===== src/hw/timer16_regs.vh =====
// Register map, field positions and mode codes of the 16-bit PWM timer
`ifndef TIMER16_REGS_VH
`define TIMER16_REGS_VH

// Register byte offsets
`define REG_CTRL 8'h00
`define REG_COUNT 8'h04
`define REG_CMP_A 8'h08
`define REG_CMP_B 8'h0C
`define REG_CAP_TOP 8'h10
`define REG_FLAGS 8'h14

// Control register fields
`define CTRL_MODE_LSB 0
`define CTRL_MODE_MSB 3
`define CTRL_OMA_LSB 4
`define CTRL_OMA_MSB 5
`define CTRL_OMB_LSB 6
`define CTRL_OMB_MSB 7
`define CTRL_PRE_LSB 8
`define CTRL_PRE_MSB 10
`define CTRL_DIR_A 12
`define CTRL_DIR_B 13
`define CTRL_RESET 14'h0000

// Flag register bits
`define FLAG_OVF 0
`define FLAG_MATCH_A 1
`define FLAG_MATCH_B 2
`define FLAG_CAPTURE 3

// Waveform mode codes
`define MODE_CTC_CMP 4'h4
`define MODE_FPWM_8 4'h5
`define MODE_FPWM_9 4'h6
`define MODE_FPWM_10 4'h7
`define MODE_CTC_CAP 4'hC
`define MODE_FPWM_CAP 4'hE
`define MODE_FPWM_CMP 4'hF

// Fixed TOP values and counter limits
`define TOP_8BIT 16'h00FF
`define TOP_9BIT 16'h01FF
`define TOP_10BIT 16'h03FF
`define COUNT_MAX 16'hFFFF
`define COUNT_ZERO 16'h0000

// Output mode codes
`define OM_NONE 2'h0
`define OM_TOGGLE 2'h1
`define OM_CLEAR 2'h2
`define OM_SET 2'h3

// Prescale select codes and divider terminal counts
`define PRE_STOP 3'h0
`define PRE_DIV1 3'h1
`define PRE_DIV8 3'h2
`define PRE_DIV64 3'h3
`define PRE_DIV256 3'h4
`define PRE_DIV1024 3'h5
`define DIV_8_LAST 10'h007
`define DIV_64_LAST 10'h03F
`define DIV_256_LAST 10'h0FF
`define DIV_1024_LAST 10'h3FF

`endif


===== src/hw/timer_prescaler.v =====
// Prescaler making the one-cycle timer tick enable
`timescale 1ns/1ps
`include "timer16_regs.vh"

module timer_prescaler (
  // Clock and reset
  input wire clock_i,
  input wire rst_i,
  // Divide select
  input wire [2:0] sel_i,
  // Timer clock enable
  output reg tick_o
);

  reg [9:0] div_q;
  reg [9:0] last;

  // Terminal count of the free-running divider for the chosen ratio
  always @* begin
    case (sel_i)
      `PRE_DIV8: last = `DIV_8_LAST;
      `PRE_DIV64: last = `DIV_64_LAST;
      `PRE_DIV256: last = `DIV_256_LAST;
      `PRE_DIV1024: last = `DIV_1024_LAST;
      default: last = 10'h000;
    endcase
  end

  // Divider and tick; stopped select gives no tick at all
  always @(posedge clock_i) begin
    if (rst_i) begin
      div_q <= 10'h000;
      tick_o <= 1'b0;
    end else if (sel_i == `PRE_STOP || sel_i > `PRE_DIV1024) begin
      div_q <= 10'h000;
      tick_o <= 1'b0;
    end else if (sel_i == `PRE_DIV1) begin
      div_q <= 10'h000;
      tick_o <= 1'b1; // RQ19
    end else if (div_q >= last) begin
      div_q <= 10'h000;
      tick_o <= 1'b1; // RQ19
    end else begin
      div_q <= div_q + 10'h001;
      tick_o <= 1'b0;
    end
  end

endmodule


===== src/hw/timer16_ctc_fast_pwm.v =====
// 16-bit timer: clear-on-match and fast PWM waveform generation, APB regs
//
// Contract
// RQ1 - Clear-on-match: counter zeroes at TOP from compare A or capture.
// RQ2 - Clear-on-match: reaching TOP sets match A or capture flag.
// RQ3 - Clear-on-match TOP unbuffered; TOP below count wraps via FFFF.
// RQ4 - Clear-on-match, out mode 1: output A toggles on every match.
// RQ5 - Pin shows wave state only while its direction bit selects output.
// RQ6 - Clear-on-match: overflow flag sets when counter rolls FFFF to zero.
// RQ7 - Fast PWM modes 5, 6, 7 use TOP 00FF, 01FF, 03FF.
// RQ8 - Fast PWM E/F take TOP from capture/compare A; clear after TOP.
// RQ9 - Non-inverting clears on match, sets at BOTTOM; inverting opposite.
// RQ10 - Out mode 2 and 3 pick the PWM polarities.
// RQ11 - Fast PWM: overflow at TOP, plus match A or capture flag then.
// RQ12 - With fixed TOP, compare writes mask bits above resolution.
// RQ13 - Fast PWM capture TOP unbuffered; low write wraps counter via FFFF.
// RQ14 - Fast PWM: compare writes go to buffer, loaded when count hits TOP.
// RQ15 - Compare zero gives one-tick spike; compare at TOP a constant level.
// RQ16 - Fast PWM toggle of output A only in mode F.
// RQ17 - Software keeps new TOP at or above every compare value.
// RQ18 - Software keeps register TOP at least 0003.
// RQ19 - Timer tick is clock divided by 1, 8, 64, 256 or 1024.
// RQ20 - Match flag sets one timer cycle after equality; write one clears. Match A at a TOP from compare A sets on the equality tick here.
// RQ21 - Reset forces the wave output state to zero.
// RQ22 - Out mode zero takes no action at matches.
// RQ23 - Software gives the compare value as one 16-bit write.
// RQ24 - Other mode codes leave counter and outputs alone.
// RQ25 - Counter, flags and buffers move only on timer ticks.
//
// Design decisions made here: the placing of the registers and the APB register port.
`timescale 1ns/1ps
`include "timer16_regs.vh"

module timer16_ctc_fast_pwm (
  // Clock and reset
  input wire clock_i,
  input wire rst_i,
  // APB slave
  input wire psel_i,
  input wire penable_i,
  input wire pwrite_i,
  input wire [7:0] paddr_i,
  input wire [31:0] pwdata_i,
  output reg [31:0] prdata_o,
  output reg pready_o,
  output reg pslverr_o,
  // Compare output pins
  output reg wave_pin_a_o,
  output reg wave_pin_a_oe_o,
  output reg wave_pin_b_o,
  output reg wave_pin_b_oe_o
);

  reg [13:0] ctrl_q;
  reg [15:0] count_value_q;
  reg [15:0] cmp_a_buf_q;
  reg [15:0] cmp_b_buf_q;
  reg [15:0] cmp_a_act_q;
  reg [15:0] cmp_b_act_q;
  reg [15:0] capture_top_value_q;
  reg overflow_flag_q;
  reg match_a_flag_q;
  reg match_b_flag_q;
  reg capture_flag_q;
  reg match_a_pend_q;
  reg match_b_pend_q;
  reg wave_out_a_q;
  reg wave_out_b_q;

  wire tick;
  wire [3:0] waveform_mode_sel;
  wire [1:0] out_mode_a;
  wire [1:0] out_mode_b;
  wire pin_dir_a;
  wire pin_dir_b;

  assign waveform_mode_sel = ctrl_q[`CTRL_MODE_MSB:`CTRL_MODE_LSB];
  assign out_mode_a = ctrl_q[`CTRL_OMA_MSB:`CTRL_OMA_LSB];
  assign out_mode_b = ctrl_q[`CTRL_OMB_MSB:`CTRL_OMB_LSB];
  assign pin_dir_a = ctrl_q[`CTRL_DIR_A];
  assign pin_dir_b = ctrl_q[`CTRL_DIR_B];

  // Timer clock enable from the shared divider
  timer_prescaler u_prescaler (
    .clock_i(clock_i),
    .rst_i(rst_i),
    .sel_i(ctrl_q[`CTRL_PRE_MSB:`CTRL_PRE_LSB]),
    .tick_o(tick)
  );

  // Mode decode
  reg ctc_mode;
  reg fpwm_mode;
  reg fixed_top;
  reg [15:0] top;
  always @* begin
    ctc_mode = 1'b0;
    fpwm_mode = 1'b0;
    fixed_top = 1'b0;
    top = `COUNT_MAX;
    case (waveform_mode_sel)
      `MODE_CTC_CMP: begin
        ctc_mode = 1'b1;
        top = cmp_a_act_q; // RQ1
      end
      `MODE_CTC_CAP: begin
        ctc_mode = 1'b1;
        top = capture_top_value_q; // RQ1
      end
      `MODE_FPWM_8: begin
        fpwm_mode = 1'b1;
        fixed_top = 1'b1;
        top = `TOP_8BIT; // RQ7
      end
      `MODE_FPWM_9: begin
        fpwm_mode = 1'b1;
        fixed_top = 1'b1;
        top = `TOP_9BIT; // RQ7
      end
      `MODE_FPWM_10: begin
        fpwm_mode = 1'b1;
        fixed_top = 1'b1;
        top = `TOP_10BIT; // RQ7
      end
      `MODE_FPWM_CAP: begin
        fpwm_mode = 1'b1;
        top = capture_top_value_q; // RQ8
      end
      `MODE_FPWM_CMP: begin
        fpwm_mode = 1'b1;
        top = cmp_a_act_q; // RQ8
      end
      default: begin
        top = `COUNT_MAX; // RQ24
      end
    endcase
  end

  // Counter events, seen only on the timer tick
  wire run;
  wire at_top;
  wire at_max;
  wire eq_a;
  wire eq_b;
  assign run = tick & (ctc_mode | fpwm_mode); // RQ25 RQ24
  // Exact equality only: a TOP written below the count is missed
  assign at_top = run & (count_value_q == top); // RQ3 RQ13
  assign at_max = run & (count_value_q == `COUNT_MAX);
  assign eq_a = run & (count_value_q == cmp_a_act_q);
  assign eq_b = run & (count_value_q == cmp_b_act_q);

  // APB decode; zero-wait slave, write lands on the access edge
  wire setup;
  wire access;
  wire wr;
  reg mapped;
  assign setup = psel_i & ~penable_i;
  assign access = psel_i & penable_i & pready_o;
  assign wr = access & pwrite_i & ~pslverr_o;
  always @* begin
    case (paddr_i)
      `REG_CTRL, `REG_COUNT, `REG_CMP_A, `REG_CMP_B,
      `REG_CAP_TOP, `REG_FLAGS: mapped = 1'b1;
      default: mapped = 1'b0;
    endcase
  end

  // Compare writes are cut to the fixed resolution
  wire [15:0] cmp_wdata;
  assign cmp_wdata = fixed_top ? (pwdata_i[15:0] & top)
                               : pwdata_i[15:0]; // RQ12

  // Read mux: compare registers read back the buffered value, masked to the fixed resolution when written
  reg [31:0] rdata;
  always @* begin
    rdata = 32'h0000_0000;
    case (paddr_i)
      `REG_CTRL: rdata = {18'h00000, ctrl_q};
      `REG_COUNT: rdata = {16'h0000, count_value_q};
      `REG_CMP_A: rdata = {16'h0000, cmp_a_buf_q};
      `REG_CMP_B: rdata = {16'h0000, cmp_b_buf_q};
      `REG_CAP_TOP: rdata = {16'h0000, capture_top_value_q};
      `REG_FLAGS: rdata = {28'h0000000, capture_flag_q,
                           match_b_flag_q, match_a_flag_q,
                           overflow_flag_q};
      default: rdata = 32'h0000_0000;
    endcase
  end

  // Bus answer registers
  always @(posedge clock_i) begin
    if (rst_i) begin
      pready_o <= 1'b0;
      pslverr_o <= 1'b0;
      prdata_o <= 32'h0000_0000;
    end else begin
      pready_o <= setup;
      pslverr_o <= setup & ~mapped;
      if (setup) begin
        prdata_o <= mapped ? rdata : 32'h0000_0000;
      end
    end
  end

  // Control and capture TOP registers
  always @(posedge clock_i) begin
    if (rst_i) begin
      ctrl_q <= `CTRL_RESET;
      capture_top_value_q <= `COUNT_ZERO;
    end else if (wr) begin
      if (paddr_i == `REG_CTRL) begin
        ctrl_q <= pwdata_i[13:0];
      end
      if (paddr_i == `REG_CAP_TOP) begin
        capture_top_value_q <= pwdata_i[15:0]; // RQ13
      end
    end
  end

  // Counter; a software write wins over the tick in the same cycle
  always @(posedge clock_i) begin
    if (rst_i) begin
      count_value_q <= `COUNT_ZERO;
    end else if (wr && paddr_i == `REG_COUNT) begin
      count_value_q <= pwdata_i[15:0];
    end else if (at_top) begin
      count_value_q <= `COUNT_ZERO; // RQ1 RQ8
    end else if (run) begin
      // Natural wrap through FFFF when TOP was missed
      count_value_q <= count_value_q + 16'h0001; // RQ3 RQ13 RQ25
    end
  end

  // Compare buffers; active copies follow directly outside PWM
  always @(posedge clock_i) begin
    if (rst_i) begin
      cmp_a_buf_q <= `COUNT_ZERO;
      cmp_b_buf_q <= `COUNT_ZERO;
      cmp_a_act_q <= `COUNT_ZERO;
      cmp_b_act_q <= `COUNT_ZERO;
    end else begin
      if (wr && paddr_i == `REG_CMP_A) begin
        cmp_a_buf_q <= cmp_wdata; // RQ23
      end
      if (wr && paddr_i == `REG_CMP_B) begin
        cmp_b_buf_q <= cmp_wdata;
      end
      if (!fpwm_mode) begin
        // No double buffering: the compare acts at once
        cmp_a_act_q <= (wr && paddr_i == `REG_CMP_A) ? cmp_wdata
                                                     : cmp_a_buf_q;
        cmp_b_act_q <= (wr && paddr_i == `REG_CMP_B) ? cmp_wdata
                                                     : cmp_b_buf_q;
      end else if (at_top) begin
        cmp_a_act_q <= cmp_a_buf_q; // RQ14
        cmp_b_act_q <= cmp_b_buf_q; // RQ14
      end
    end
  end

  // Flag causes for this tick
  wire ovf_set;
  wire cap_set;
  wire a_top_set;
  assign ovf_set = (ctc_mode & at_max) | (fpwm_mode & at_top); // RQ6 RQ11
  assign cap_set = at_top & (waveform_mode_sel == `MODE_CTC_CAP
                   || waveform_mode_sel == `MODE_FPWM_CAP); // RQ2 RQ11
  // TOP from compare A raises match A, together with overflow in fast PWM mode F, and in clear-on-match mode only when TOP is FFFF
  assign a_top_set = at_top & (waveform_mode_sel == `MODE_CTC_CMP
                     || waveform_mode_sel == `MODE_FPWM_CMP); // RQ2 RQ11

  // Write-one-to-clear flags; a set in the clearing cycle wins
  wire clr;
  assign clr = wr & (paddr_i == `REG_FLAGS);
  always @(posedge clock_i) begin
    if (rst_i) begin
      overflow_flag_q <= 1'b0;
      match_a_flag_q <= 1'b0;
      match_b_flag_q <= 1'b0;
      capture_flag_q <= 1'b0;
      match_a_pend_q <= 1'b0;
      match_b_pend_q <= 1'b0;
    end else begin
      // Plain matches wait one timer tick before flagging
      if (tick) begin
        match_a_pend_q <= eq_a & ~a_top_set; // RQ20 RQ25
        match_b_pend_q <= eq_b; // RQ20
      end
      overflow_flag_q <= ovf_set
        | (overflow_flag_q & ~(clr & pwdata_i[`FLAG_OVF]));
      capture_flag_q <= cap_set
        | (capture_flag_q & ~(clr & pwdata_i[`FLAG_CAPTURE]));
      match_a_flag_q <= a_top_set | (tick & match_a_pend_q)
        | (match_a_flag_q & ~(clr & pwdata_i[`FLAG_MATCH_A])); // RQ20
      match_b_flag_q <= (tick & match_b_pend_q)
        | (match_b_flag_q & ~(clr & pwdata_i[`FLAG_MATCH_B])); // RQ20
    end
  end

  // Next wave state for one channel
  function wave_next;
    input cur;
    input [1:0] om;
    input eq;
    input is_ctc;
    input is_pwm;
    input bottom;
    input tog_ok;
    begin
      wave_next = cur;
      if (is_ctc && eq) begin
        case (om)
          `OM_TOGGLE: wave_next = ~cur; // RQ4
          `OM_CLEAR: wave_next = 1'b0;
          `OM_SET: wave_next = 1'b1;
          default: wave_next = cur; // RQ22
        endcase
      end else if (is_pwm) begin
        case (om)
          `OM_TOGGLE: wave_next = (eq && tog_ok) ? ~cur : cur; // RQ16
          // BOTTOM wins over a match at TOP: constant level
          `OM_CLEAR: wave_next = bottom ? 1'b1
                       : (eq ? 1'b0 : cur); // RQ9 RQ10 RQ15
          `OM_SET: wave_next = bottom ? 1'b0
                     : (eq ? 1'b1 : cur); // RQ9 RQ10 RQ15
          default: wave_next = cur; // RQ22
        endcase
      end
    end
  endfunction

  // Wave state registers, zero after reset
  always @(posedge clock_i) begin
    if (rst_i) begin
      wave_out_a_q <= 1'b0; // RQ21
      wave_out_b_q <= 1'b0; // RQ21
    end else if (run) begin
      wave_out_a_q <= wave_next(wave_out_a_q, out_mode_a, eq_a,
        ctc_mode, fpwm_mode, at_top,
        waveform_mode_sel == `MODE_FPWM_CMP);
      wave_out_b_q <= wave_next(wave_out_b_q, out_mode_b, eq_b,
        ctc_mode, fpwm_mode, at_top, 1'b0);
    end
  end

  // Pin drivers; state is kept while the pin is an input
  always @(posedge clock_i) begin
    if (rst_i) begin
      wave_pin_a_o <= 1'b0;
      wave_pin_a_oe_o <= 1'b0;
      wave_pin_b_o <= 1'b0;
      wave_pin_b_oe_o <= 1'b0;
    end else begin
      wave_pin_a_o <= pin_dir_a & wave_out_a_q; // RQ5
      wave_pin_a_oe_o <= pin_dir_a; // RQ5
      wave_pin_b_o <= pin_dir_b & wave_out_b_q; // RQ5
      wave_pin_b_oe_o <= pin_dir_b; // RQ5
    end
  end

endmodule


===== config.mk =====
export PLATFORM = sky130hd
export DESIGN_NAME = timer16_ctc_fast_pwm
export DESIGN_NICKNAME = d
export VERILOG_FILES = /design/src/hw/timer_prescaler.v /design/src/hw/timer16_ctc_fast_pwm.v
export VERILOG_INCLUDE_DIRS = /design/src /design/src/hw
export SDC_FILE = /design/constraint.sdc
export NUM_CORES = 1
export LEC_CHECK = 0
export BUFFER_PORTS_ARGS = -buffer_cell sky130_fd_sc_hd__buf_2
export CAP_MARGIN = 10
export CELL_PAD_IN_SITES_DETAIL_PLACEMENT = 1
export CELL_PAD_IN_SITES_GLOBAL_PLACEMENT = 1
export CORE_MARGIN = 2
export CORE_UTILIZATION = 41
export CTS_BUF_LIST = sky130_fd_sc_hd__clkbuf_4
export DETAILED_ROUTE_END_ITERATION = 10
export PLACE_DENSITY = 0.77
export SYNTH_ARGS = -nofsm -noshare
export SYNTH_HDL_FRONTEND = slang
export SYNTH_SLANG_ARGS = --single-unit
export TNS_END_PERCENT = 1

===== constraint.sdc =====
create_clock -name clock_i -period 2.8 [get_ports clock_i]
set_clock_uncertainty 0.15 [all_clocks]
set_input_delay 0.28 -clock clock_i [delete_from_list [all_inputs] [get_ports clock_i]]
set_output_delay 0.28 -clock clock_i [all_outputs]
set_load 0.02 [all_outputs]

---- Word-level counts from Yosys, hierarchy flattened ----
Cells that the tools add are included.
operators by class
  add/subtract/negate cells ............... 2
  multipliers ............................. 0
  div/mod/pow operators ................... 0
  $lt $le $gt $ge ......................... 2
  eq/ne operators ......................... 33
  shift operators ......................... 0
  multiplexer cells ....................... 37
  bitwise gates (word level) .............. 47
  reduce and logical (&&, ||, !) cells .... 29
operators with widths
  operator                 number
  $mux W16                 10
  $pmux W16 S6             1
  $pmux W16 S5             1
  $eq A16 B16 Y1           3
  $pmux W10 S4             1
  $mux W32                 1
  $and A1 B1 Y1            29
  $mux W1                  19
  $add A16 B1 Y16 const B  1
  $and A16 B16 Y16         1
  $eq A16 B16 Y1 const B   1
  $eq A4 B3 Y1 const B     4
  $eq A8 B4 Y1 const B     2
  $eq A8 B5 Y1 const B     2
  $ne A4 B4 Y1 const B     4
  $eq A4 B4 Y1 const B     3
  $reduce_and A6 Y1        2
  $reduce_bool A3 Y1       4
  $add A10 B1 Y10 const B  1
  $ge A10 B10 Y1           1
  $not A1 Y1               10
  $pmux W1 S3              3
  $eq A2 B2 Y1 const B     4
  $eq A8 B3 Y1 const B     1
  20 further kinds         41
word-level totals
  register bits ........................... 167
  latch bits .............................. 0
  RAM bits ................................ 0
  bits in read-only memories .............. 0
  input bits .............................. 45
  output and inout bits ................... 38
  word-level logic and storage cells ...... 174
  memories ................................ 0

---- Longest topological paths before layout ----
Gate-level depths: netlist (run 1).
  word-level depth ........................ 11
  depth in mapped cells ................... 14
  gate-level depth less buffers ........... 11

---- Cells and area by module ----
From an unflattened synthesis (run 1), not the netlist that was laid out.
unflattened totals
  cell total of the unflattened synthesis .. 1,056
  area total of the unflattened synthesis .. 8,373.0 um^2
modules (own cells, without submodules)
  module                times used  cells each  area each (um^2)
  timer16_ctc_fast_pwm  1           976         7,669.9
  timer_prescaler       1           80          703.2

---- Worst setup path after synthesis (run 1) ----
OpenSTA, ideal clock, no wires.
  path kind ............................... register to register
  start point ............................. reg ctrl_q[3]
  end point ............................... reg cmp_a_act_q[8]
  arrival ................................. 2,784 ps
  data required time ...................... 2,547 ps
  path slack .............................. -238 ps
  stages on the path, launching flop included .. 11
  buffers on the path ..................... 1
  clock period less this slack ............ 3,038 ps
  cell sequence ........................... dfxtp_1 -> buf_6 -> and4b_4 -> or4_1 -> or4_1 -> o211ai_2 -> o22ai_2 -> or4_4 -> nand2_8 -> nor2_2 -> a2111oi_2
between the ends
  longest elaborated chain between the ends .. 7
  elaborated cells on any way between the ends .. 25
ends and longest elaborated chain
  element                                                               RTL line                    text
  start, declared                                                       timer16_ctc_fast_pwm.v:54   reg [13:0] ctrl_q;
  start signal, assigned                                                timer16_ctc_fast_pwm.v:208  ctrl_q <= `CTRL_RESET;
  start signal, assigned                                                timer16_ctc_fast_pwm.v:212  ctrl_q <= pwdata_i[13:0];
  parallel branches: the longest is 7 deep, another holds $pmux W16 S5  -
  end signal, assigned                                                  timer16_ctc_fast_pwm.v:239  cmp_a_act_q <= `COUNT_ZERO;
  end signal, assigned                                                  timer16_ctc_fast_pwm.v:250  cmp_a_act_q <= (wr && paddr_i == `REG_CMP_A) ? cmp_wdata
  end signal, assigned                                                  timer16_ctc_fast_pwm.v:255  cmp_a_act_q <= cmp_a_buf_q;
  end, declared                                                         timer16_ctc_fast_pwm.v:58   reg [15:0] cmp_a_act_q;
Parallel ways; which one is timed is not known.
A chain may end at the register's enable or synchronous reset.

---- Final worst setup path (run 1) ----
  start point ............................. reg ctrl_q[3]
  end point ............................... reg count_value_q[8]
between the ends
  longest elaborated chain between the ends .. 8
  elaborated cells on any way between the ends .. 21
ends and longest elaborated chain
  element                                                               RTL line                    text
  parallel branches: the longest is 8 deep, another holds $pmux W16 S5  -
  end signal, assigned                                                  timer16_ctc_fast_pwm.v:223  count_value_q <= `COUNT_ZERO;
  end signal, assigned                                                  timer16_ctc_fast_pwm.v:225  count_value_q <= pwdata_i[15:0];
  end signal, assigned                                                  timer16_ctc_fast_pwm.v:227  count_value_q <= `COUNT_ZERO;
  end, declared                                                         timer16_ctc_fast_pwm.v:55   reg [15:0] count_value_q;
Parallel ways; which one is timed is not known.

==> metrics.md, run 1 <==
| Metric | Value |
|---|---|
| Setup crit start kind | `flip-flop` |
| Final setup viols | `54` |
| Clock-pin slew on the worst setup and hold paths | `180 ps` |
| Starting Density | `41.7%` |
| HPWL after DPL | `27.6 mm` |
| PortBufs | `50` |
| Fmax | `304 MHz` |
| Post-synth ARST share | `0%` |
| Via count | `9300` |
| Post-synthesis cell count | `1086` |
| Worst EP arrival | `3650 ps` |
| Vias in the first global route | `9351` |
| Largest net degree at the start of global routing | `51` |
| Area grow syn2layout | `24.6%` |
| MaxCap Viol Count | `0` |
| DR vias/cell | `6.13` |
| Post-synthesis cell area | `0.00842 sq mm` |
| Synth Area per Inst | `7.75 sq um` |
| Setup WS pre-CTS | `-463 ps` |
| Fin nets | `1290` |
| Die Width | `147 um` |
| Clk root buf | `clkbuf_4` |
| Final hold vios | `0` |
| Sw Ratio | `31.7%` |
| Post-synth top area share | `35.9%` |
| Crit-path max FO | `6` |
| Final period utilization | `118%` |
| PD cells | `367 mW/mm^2` |
| DRC Markers | `0` |
| Max VDD drop | `0.000213 V` |
| Wire length per cell | `25.2 um` |
| CTS Buf Count | `17` |
| NetSw | `0.00122 W` |
| H-Tree Depth | `4` |
| Rel. slew slack | `33.8%` |
| Largest area contributor in the netlist | `dfxtp_1` |
| Die Span Y | `147 um` |
| First-pass GRT wire length | `56.1 mm` |
| Fin util | `52.0%` |
| Synth cell types | `69` |
| Top cells by area, synth | `dfxtp_1, nand2_1, a21oi_1, nor2_1, a22oi_1` |
| Clk Latency, worst-skew pair | `620 ps` |
| Site Rows | `52` |
| Initial DRC count | `924` |
| Measured slew at the worst slew-check pin | `984 ps` |
| Initial DRT Pass Iterations | `6` |
| CP Data Required Time | `3160 ps` |
| Status | `finished with violations` |
| Internal power | `0.00263 W` |
| Min Tclk post-route | `3290 ps` |
| FF-to-FF setup slack | `-490 ps` |
| CP Capture Type | `flip-flop` |
| Ys flop type | `dfxtp_1` |
| Clock Tree Buf Depth | `2` |
| Seq cells post-synth | `151` |
| Gr ovfl total | `0` |
| Worst hold path type | `primary input to flip-flop` |
| Seq/Total Area, Yosys | `35.9%` |
| Routed wire length | `38.3 mm` |
| CTS Sinks | `151` |
| CTS tree | `built` |
| Total GRT Usage | `34.4%` |
| Kind of critical path | `flip-flop to flip-flop` |
| I/O pins | `83` |
| Commonest non-fill, non-tap cell in the layout | `nand2_1` |
| RSZ-0062 raised after global routing | `true` |
| Layout cells sized above 1 | `23.5%` |
| Remaining antenna violation count | `0` |
| Leakage power | `4.01 nW` |
| Most frequent cells in the layout | `nand2_1, dfxtp_1, buf_4` |
| Sequential power share | `56.0%` |
| Gp weighted congestion | `0.985` |
| Core Region | `0.0202 sq mm` |
| Clk pwr share | `38.2%` |
| Final Slew Violations | `0` |
| Initial antenna violation count | `2` |
| Final worst setup slack | `-493 ps` |
| Post-synth EDFFs | `0` |
| Violated checks | `setup timing` |
| Die area | `0.0217 sq mm` |
| Total Power | `0.00385 W` |
| Warnings from Yosys | `0` |
| Combinational power share | `5.8%` |
-- worst max-delay path, stage by stage, from the launching register on --
cell and delay (ps):
dfxtp_4 390, buf_6 130, nor3b_4 150, or4_4 470
or4_4 520, o211ai_2 90, o22ai_2 130, nor4_4 390
buf_6 200, buf_4 120, buf_4 100, buf_4 110
o21ai_2 60, nand2_1 90, a311oi_2 100
-- power by group through the flow --
stage               Clock (W)  Sequential, W  Combinational (W)
finish                0.00147        0.00216           0.000223
global route          0.00156        0.00216           0.000231
CTS                   0.00148        0.00216           0.000212
detailed placement          0        0.00221           0.000191
global placement            0        0.00221           0.000189
floorplan                   0        0.00221           0.000111
-- sequential cells by signal (all words and copies together), names as in the netlist, 10 cells and up --
register and cells:
count_value_q 16, prdata_o 16, capture_top_value_q 16, u_prescaler.div_q 10
cmp_b_act_q 16, cmp_a_act_q 16, cmp_b_buf_q 16, ctrl_q 14
cmp_a_buf_q 16
-- path summary, 6_finish.rpt --
path / start / to / depth (start not counted)
setup / recovery: ctrl_q[3] / count_value_q[8] / 14
hold / removal: penable_i / pready_o / 4
setup reg to reg: ctrl_q[3] / count_value_q[8] / 14
hold reg to reg: prdata_o[1] / prdata_o[1] / 2
-- metal layers --
| metal | vias to the layer above | track usage (%) | wire length [um] |
|---|---|---|---|
| met5 | - | 0 | 0 |
| li1 | 4145 | - | - |
| met4 | 0 | 18.2 | 2070 |
| met2 | 486 | 52.4 | 16800 |
| met3 | 114 | 8.39 | 3630 |
| met1 | 4555 | 45.2 | 15700 |
-- metrics by stage --
step / hold WS, ps / instances / setup TNS, ps / area, sq um
final: 28.2 / 1517 / -18630 / 10500
after global routing: 33.4 / 1517 / -23460 / 10500
after CTS: 20.8 / 1509 / -13330 / 10300
after detailed placement: 310 / 1457 / -17340 / 9700
after global placement: 288 / 1457 / -16480 / 9700
after floorplan: 266 / 1101 / -2820 / 8510
-- layout make-up --
cell class	count	area [sq um]
repair buffers	218	1660
inverters	16	60.1
clock buffers	17	128
multi-input cells	829	5080
diodes	1	2.50
well taps	270	338
clock inverters	15	183
flip-flops and latches	151	3040
fillers	2525	9680
-- cell usage after synthesis (all sizes together), types with 4 or more instances --
library cell,n
a211oi,6
a21boi,4
a21o,6
a21oi,108
a221oi,10
a22o,13
a22oi,39
a311oi,13
a31oi,6
a32oi,8
and2,8
and3,20
and4b,4
buf,34
clkbuf,71
dfxtp,151
ha,12
inv,15
mux2i,18
nand2,162
nand2b,9
nand3,44
nand3b,12
nand4,9
nor2,85
nor2b,18
nor3,21
nor3b,5
nor4,12
o211ai,10
o21a,4
o21ai,58
or3b,4
or4,7
xnor2,25
xor2,21
-- timing repair --
action	4_1_cts	5_1_grt
endpoints found under the hold margin	90	0
resized for setup	17	50
pin swaps	1	25
buffers inserted	0	7
setup endpoints to repair	54	63
hold buffers	20	0
-- cell families (layout without fill, tap and decap cells) --
| logic type | Yosys count | count (layout) | synth area share [%] |
|---|---|---|---|
| AOI/OAI and AO/OA | 308 | 308 | 23.7 |
| xor gates and xnor gates | 46 | 46 | 4.79 |
| adders and majority gates | 12 | 12 | 1.78 |
| buffers and inverters | 121 | 266 | 6.76 |
| DFF | 151 | 151 | 35.9 |
| muxes | 20 | 20 | 2.41 |
| other | 1 | 17 | 0.0446 |
| and+or+nand+nor | 427 | 427 | 24.6 |
Power figures use the tool's default switching activity.
==> inputs of run 2 (changes only) <==
- PLACE_DENSITY: 0.77 -> 0.86
==> metrics.md, run 2 (synthesis results as in run 1) <==
| Metric | Value |
|---|---|
| Via count | `9496` |
| Crit-path max FO | `19` |
| Die Span Y | `147 um` |
| Gr ovfl total | `0` |
| Design Area, Final | `0.0104 sq mm` |
| Area grow syn2layout | `23.1%` |
| Final period utilization | `121%` |
| RSZ-0062 raised after global routing | `true` |
| Final Slew Violations | `0` |
| Clk Latency, worst-skew pair | `610 ps` |
| Starting Density | `41.7%` |
| CTS tree | `built` |
| Violated checks | `setup timing` |
| PortBufs | `50` |
| Metal2 WL | `17.0 mm` |
| Sw Ratio | `28.9%` |
| Setup crit start kind | `flip-flop` |
| Clock Tree Buf Depth | `2` |
| Worst hold path type | `primary input to flip-flop` |
| HPWL after DPL | `27.2 mm` |
| DRC Markers | `0` |
| Fin util | `51.4%` |
| MaxCap Viol Count | `0` |
| H-Tree Depth | `4` |
| Wire length per cell | `25.0 um` |
| Routed wl met3 | `4.05 mm` |
| Routed wire length | `37.7 mm` |
| Initial DRT Pass Iterations | `9` |
| Initial antenna violation count | `1` |
| Core Region | `0.0202 sq mm` |
| Clk pwr share | `37.2%` |
| PD cells | `364 mW/mm^2` |
| Vias in the first global route | `9417` |
| CTS Buf Count | `17` |
| Die Width | `147 um` |
| Setup WS pre-CTS | `-468 ps` |
| Max VDD drop | `0.000256 V` |
| NetSw | `0.00109 W` |
| Largest net degree at the start of global routing | `93` |
| Commonest non-fill, non-tap cell in the layout | `nand2_1` |
| Total GRT Usage | `34.2%` |
| First-pass GRT wire length | `56.0 mm` |
| CP Capture Type | `flip-flop` |
| Min Tclk post-route | `3380 ps` |
| Measured slew at the worst slew-check pin | `881 ps` |
| Kind of critical path | `flip-flop to flip-flop` |
| Leakage power | `3.95 nW` |
| I/O pins | `83` |
| Top Layer Used | `met4` |
| Clk root buf | `clkbuf_4` |
| Layout cells sized above 1 | `22.0%` |
| Remaining antenna violation count | `0` |
| DR vias/cell | `6.29` |
| Clock-pin slew on the worst setup and hold paths | `170 ps` |
| Total Power | `0.00377 W` |
| Status | `finished with violations` |
| Internal power | `0.00269 W` |
| Fmax | `296 MHz` |
| Sequential power share | `57.2%` |
| Worst EP arrival | `3720 ps` |
| CTS Sinks | `151` |
| Die area | `0.0217 sq mm` |
| Final hold vios | `0` |
| CP Data Required Time | `3140 ps` |
| Post-DP Area | `0.00963 sq mm` |
| Fill cells | `2516` |
| Combinational power share | `5.5%` |
| Final setup viols | `54` |
| Most frequent cells in the layout | `nand2_1, dfxtp_1, buf_4` |
| Final worst setup slack | `-577 ps` |
| Rel. slew slack | `41.3%` |
| Initial DRC count | `1216` |
| Site Rows | `52` |
| Fin nets | `1282` |
| M1 WL | `14.9 mm` |
| Gp weighted congestion | `0.974` |
-- run 2: cell types whose count changed in the layout (fill, tap and decap cells not counted), sizes merged --
cell	delta
buf	-9
bufinv	+1
clkbuf	+1
clkinv	-6
clkinvlp	+2
inv	+2
nand2	+1
-- run 2: worst max-delay path, cell delays in order, from the launching register on --
cell and delay (ps):
dfxtp_4 400, buf_4 130, buf_6 160, and4b_4 190, or4_1 500, or4_1 420
o211ai_2 100, o22ai_2 120, nor4_4 250, buf_4 170, nor2_2 60, buf_12 170
and3_1 170, a311o_1 270
-- run 2: final timing paths --
path | slack (ps) | start | cells past startpoint | to
max reg2reg | -580 | ctrl_q[0] | 13 | cmp_b_act_q[10]
min reg2reg | 330 | ctrl_q[11] | 2 | ctrl_q[11]
min | 170 | paddr_i[6] | 7 | prdata_o[2]
max | -580 | ctrl_q[0] | 13 | cmp_b_act_q[10]
-- run 2: final cells by class --
type | instances | area [sq um] | area share [%]
Sequential cell | 151 | 3030 | 29.3
Antenna cell | 1 | 2.50 | 0.0242
Tap cell | 270 | 338 | 3.26
Inverter | 16 | 60.1 | 0.580
Clock buffer | 18 | 135 | 1.30
Multi-Input combinational cell | 830 | 5040 | 48.7
Timing Repair Buffer | 209 | 1610 | 15.5
Clock inverter | 14 | 140 | 1.35
-- run 2: routing by layer --
layer | track usage (%) | vias to the layer above
li1 | - | 4136
met1 | 45.6 | 4662
met3 | 6.21 | 116
met2 | 53.3 | 582
met5 | 0 | -
met4 | 17.3 | 0
-- run 2: stage by stage --
step / hold WS (ps) / std cells / TNS (ps)
after floorplan: 266 / 1101 / -2820
after CTS: 93.5 / 1505 / -20600
final: 171 / 1509 / -27050
after global placement: 289 / 1447 / -17390
after global routing: 185 / 1509 / -35070
after detailed placement: 302 / 1447 / -20000
-- run 2: power by group through the flow --
stage          Sequential [W]  Clock, W  Combinational [W]
2_1_floorplan         0.00221         0           0.000111
3_3_place_gp          0.00221         0           0.000176
3_5_place_dp          0.00221         0           0.000178
4_1_cts               0.00216   0.00141           0.000199
5_1_grt               0.00216   0.00149           0.000217
6_report              0.00216   0.00141           0.000209
-- run 2: repair_timing --
action                                 4_1_cts  5_1_grt
buffers inserted                             5        3
gates cloned                                 1        0
resized for setup                           20       22
setup endpoints to repair                   54       63
pin swaps                                    5       17
hold buffers                                20        0
endpoints found under the hold margin       91        0
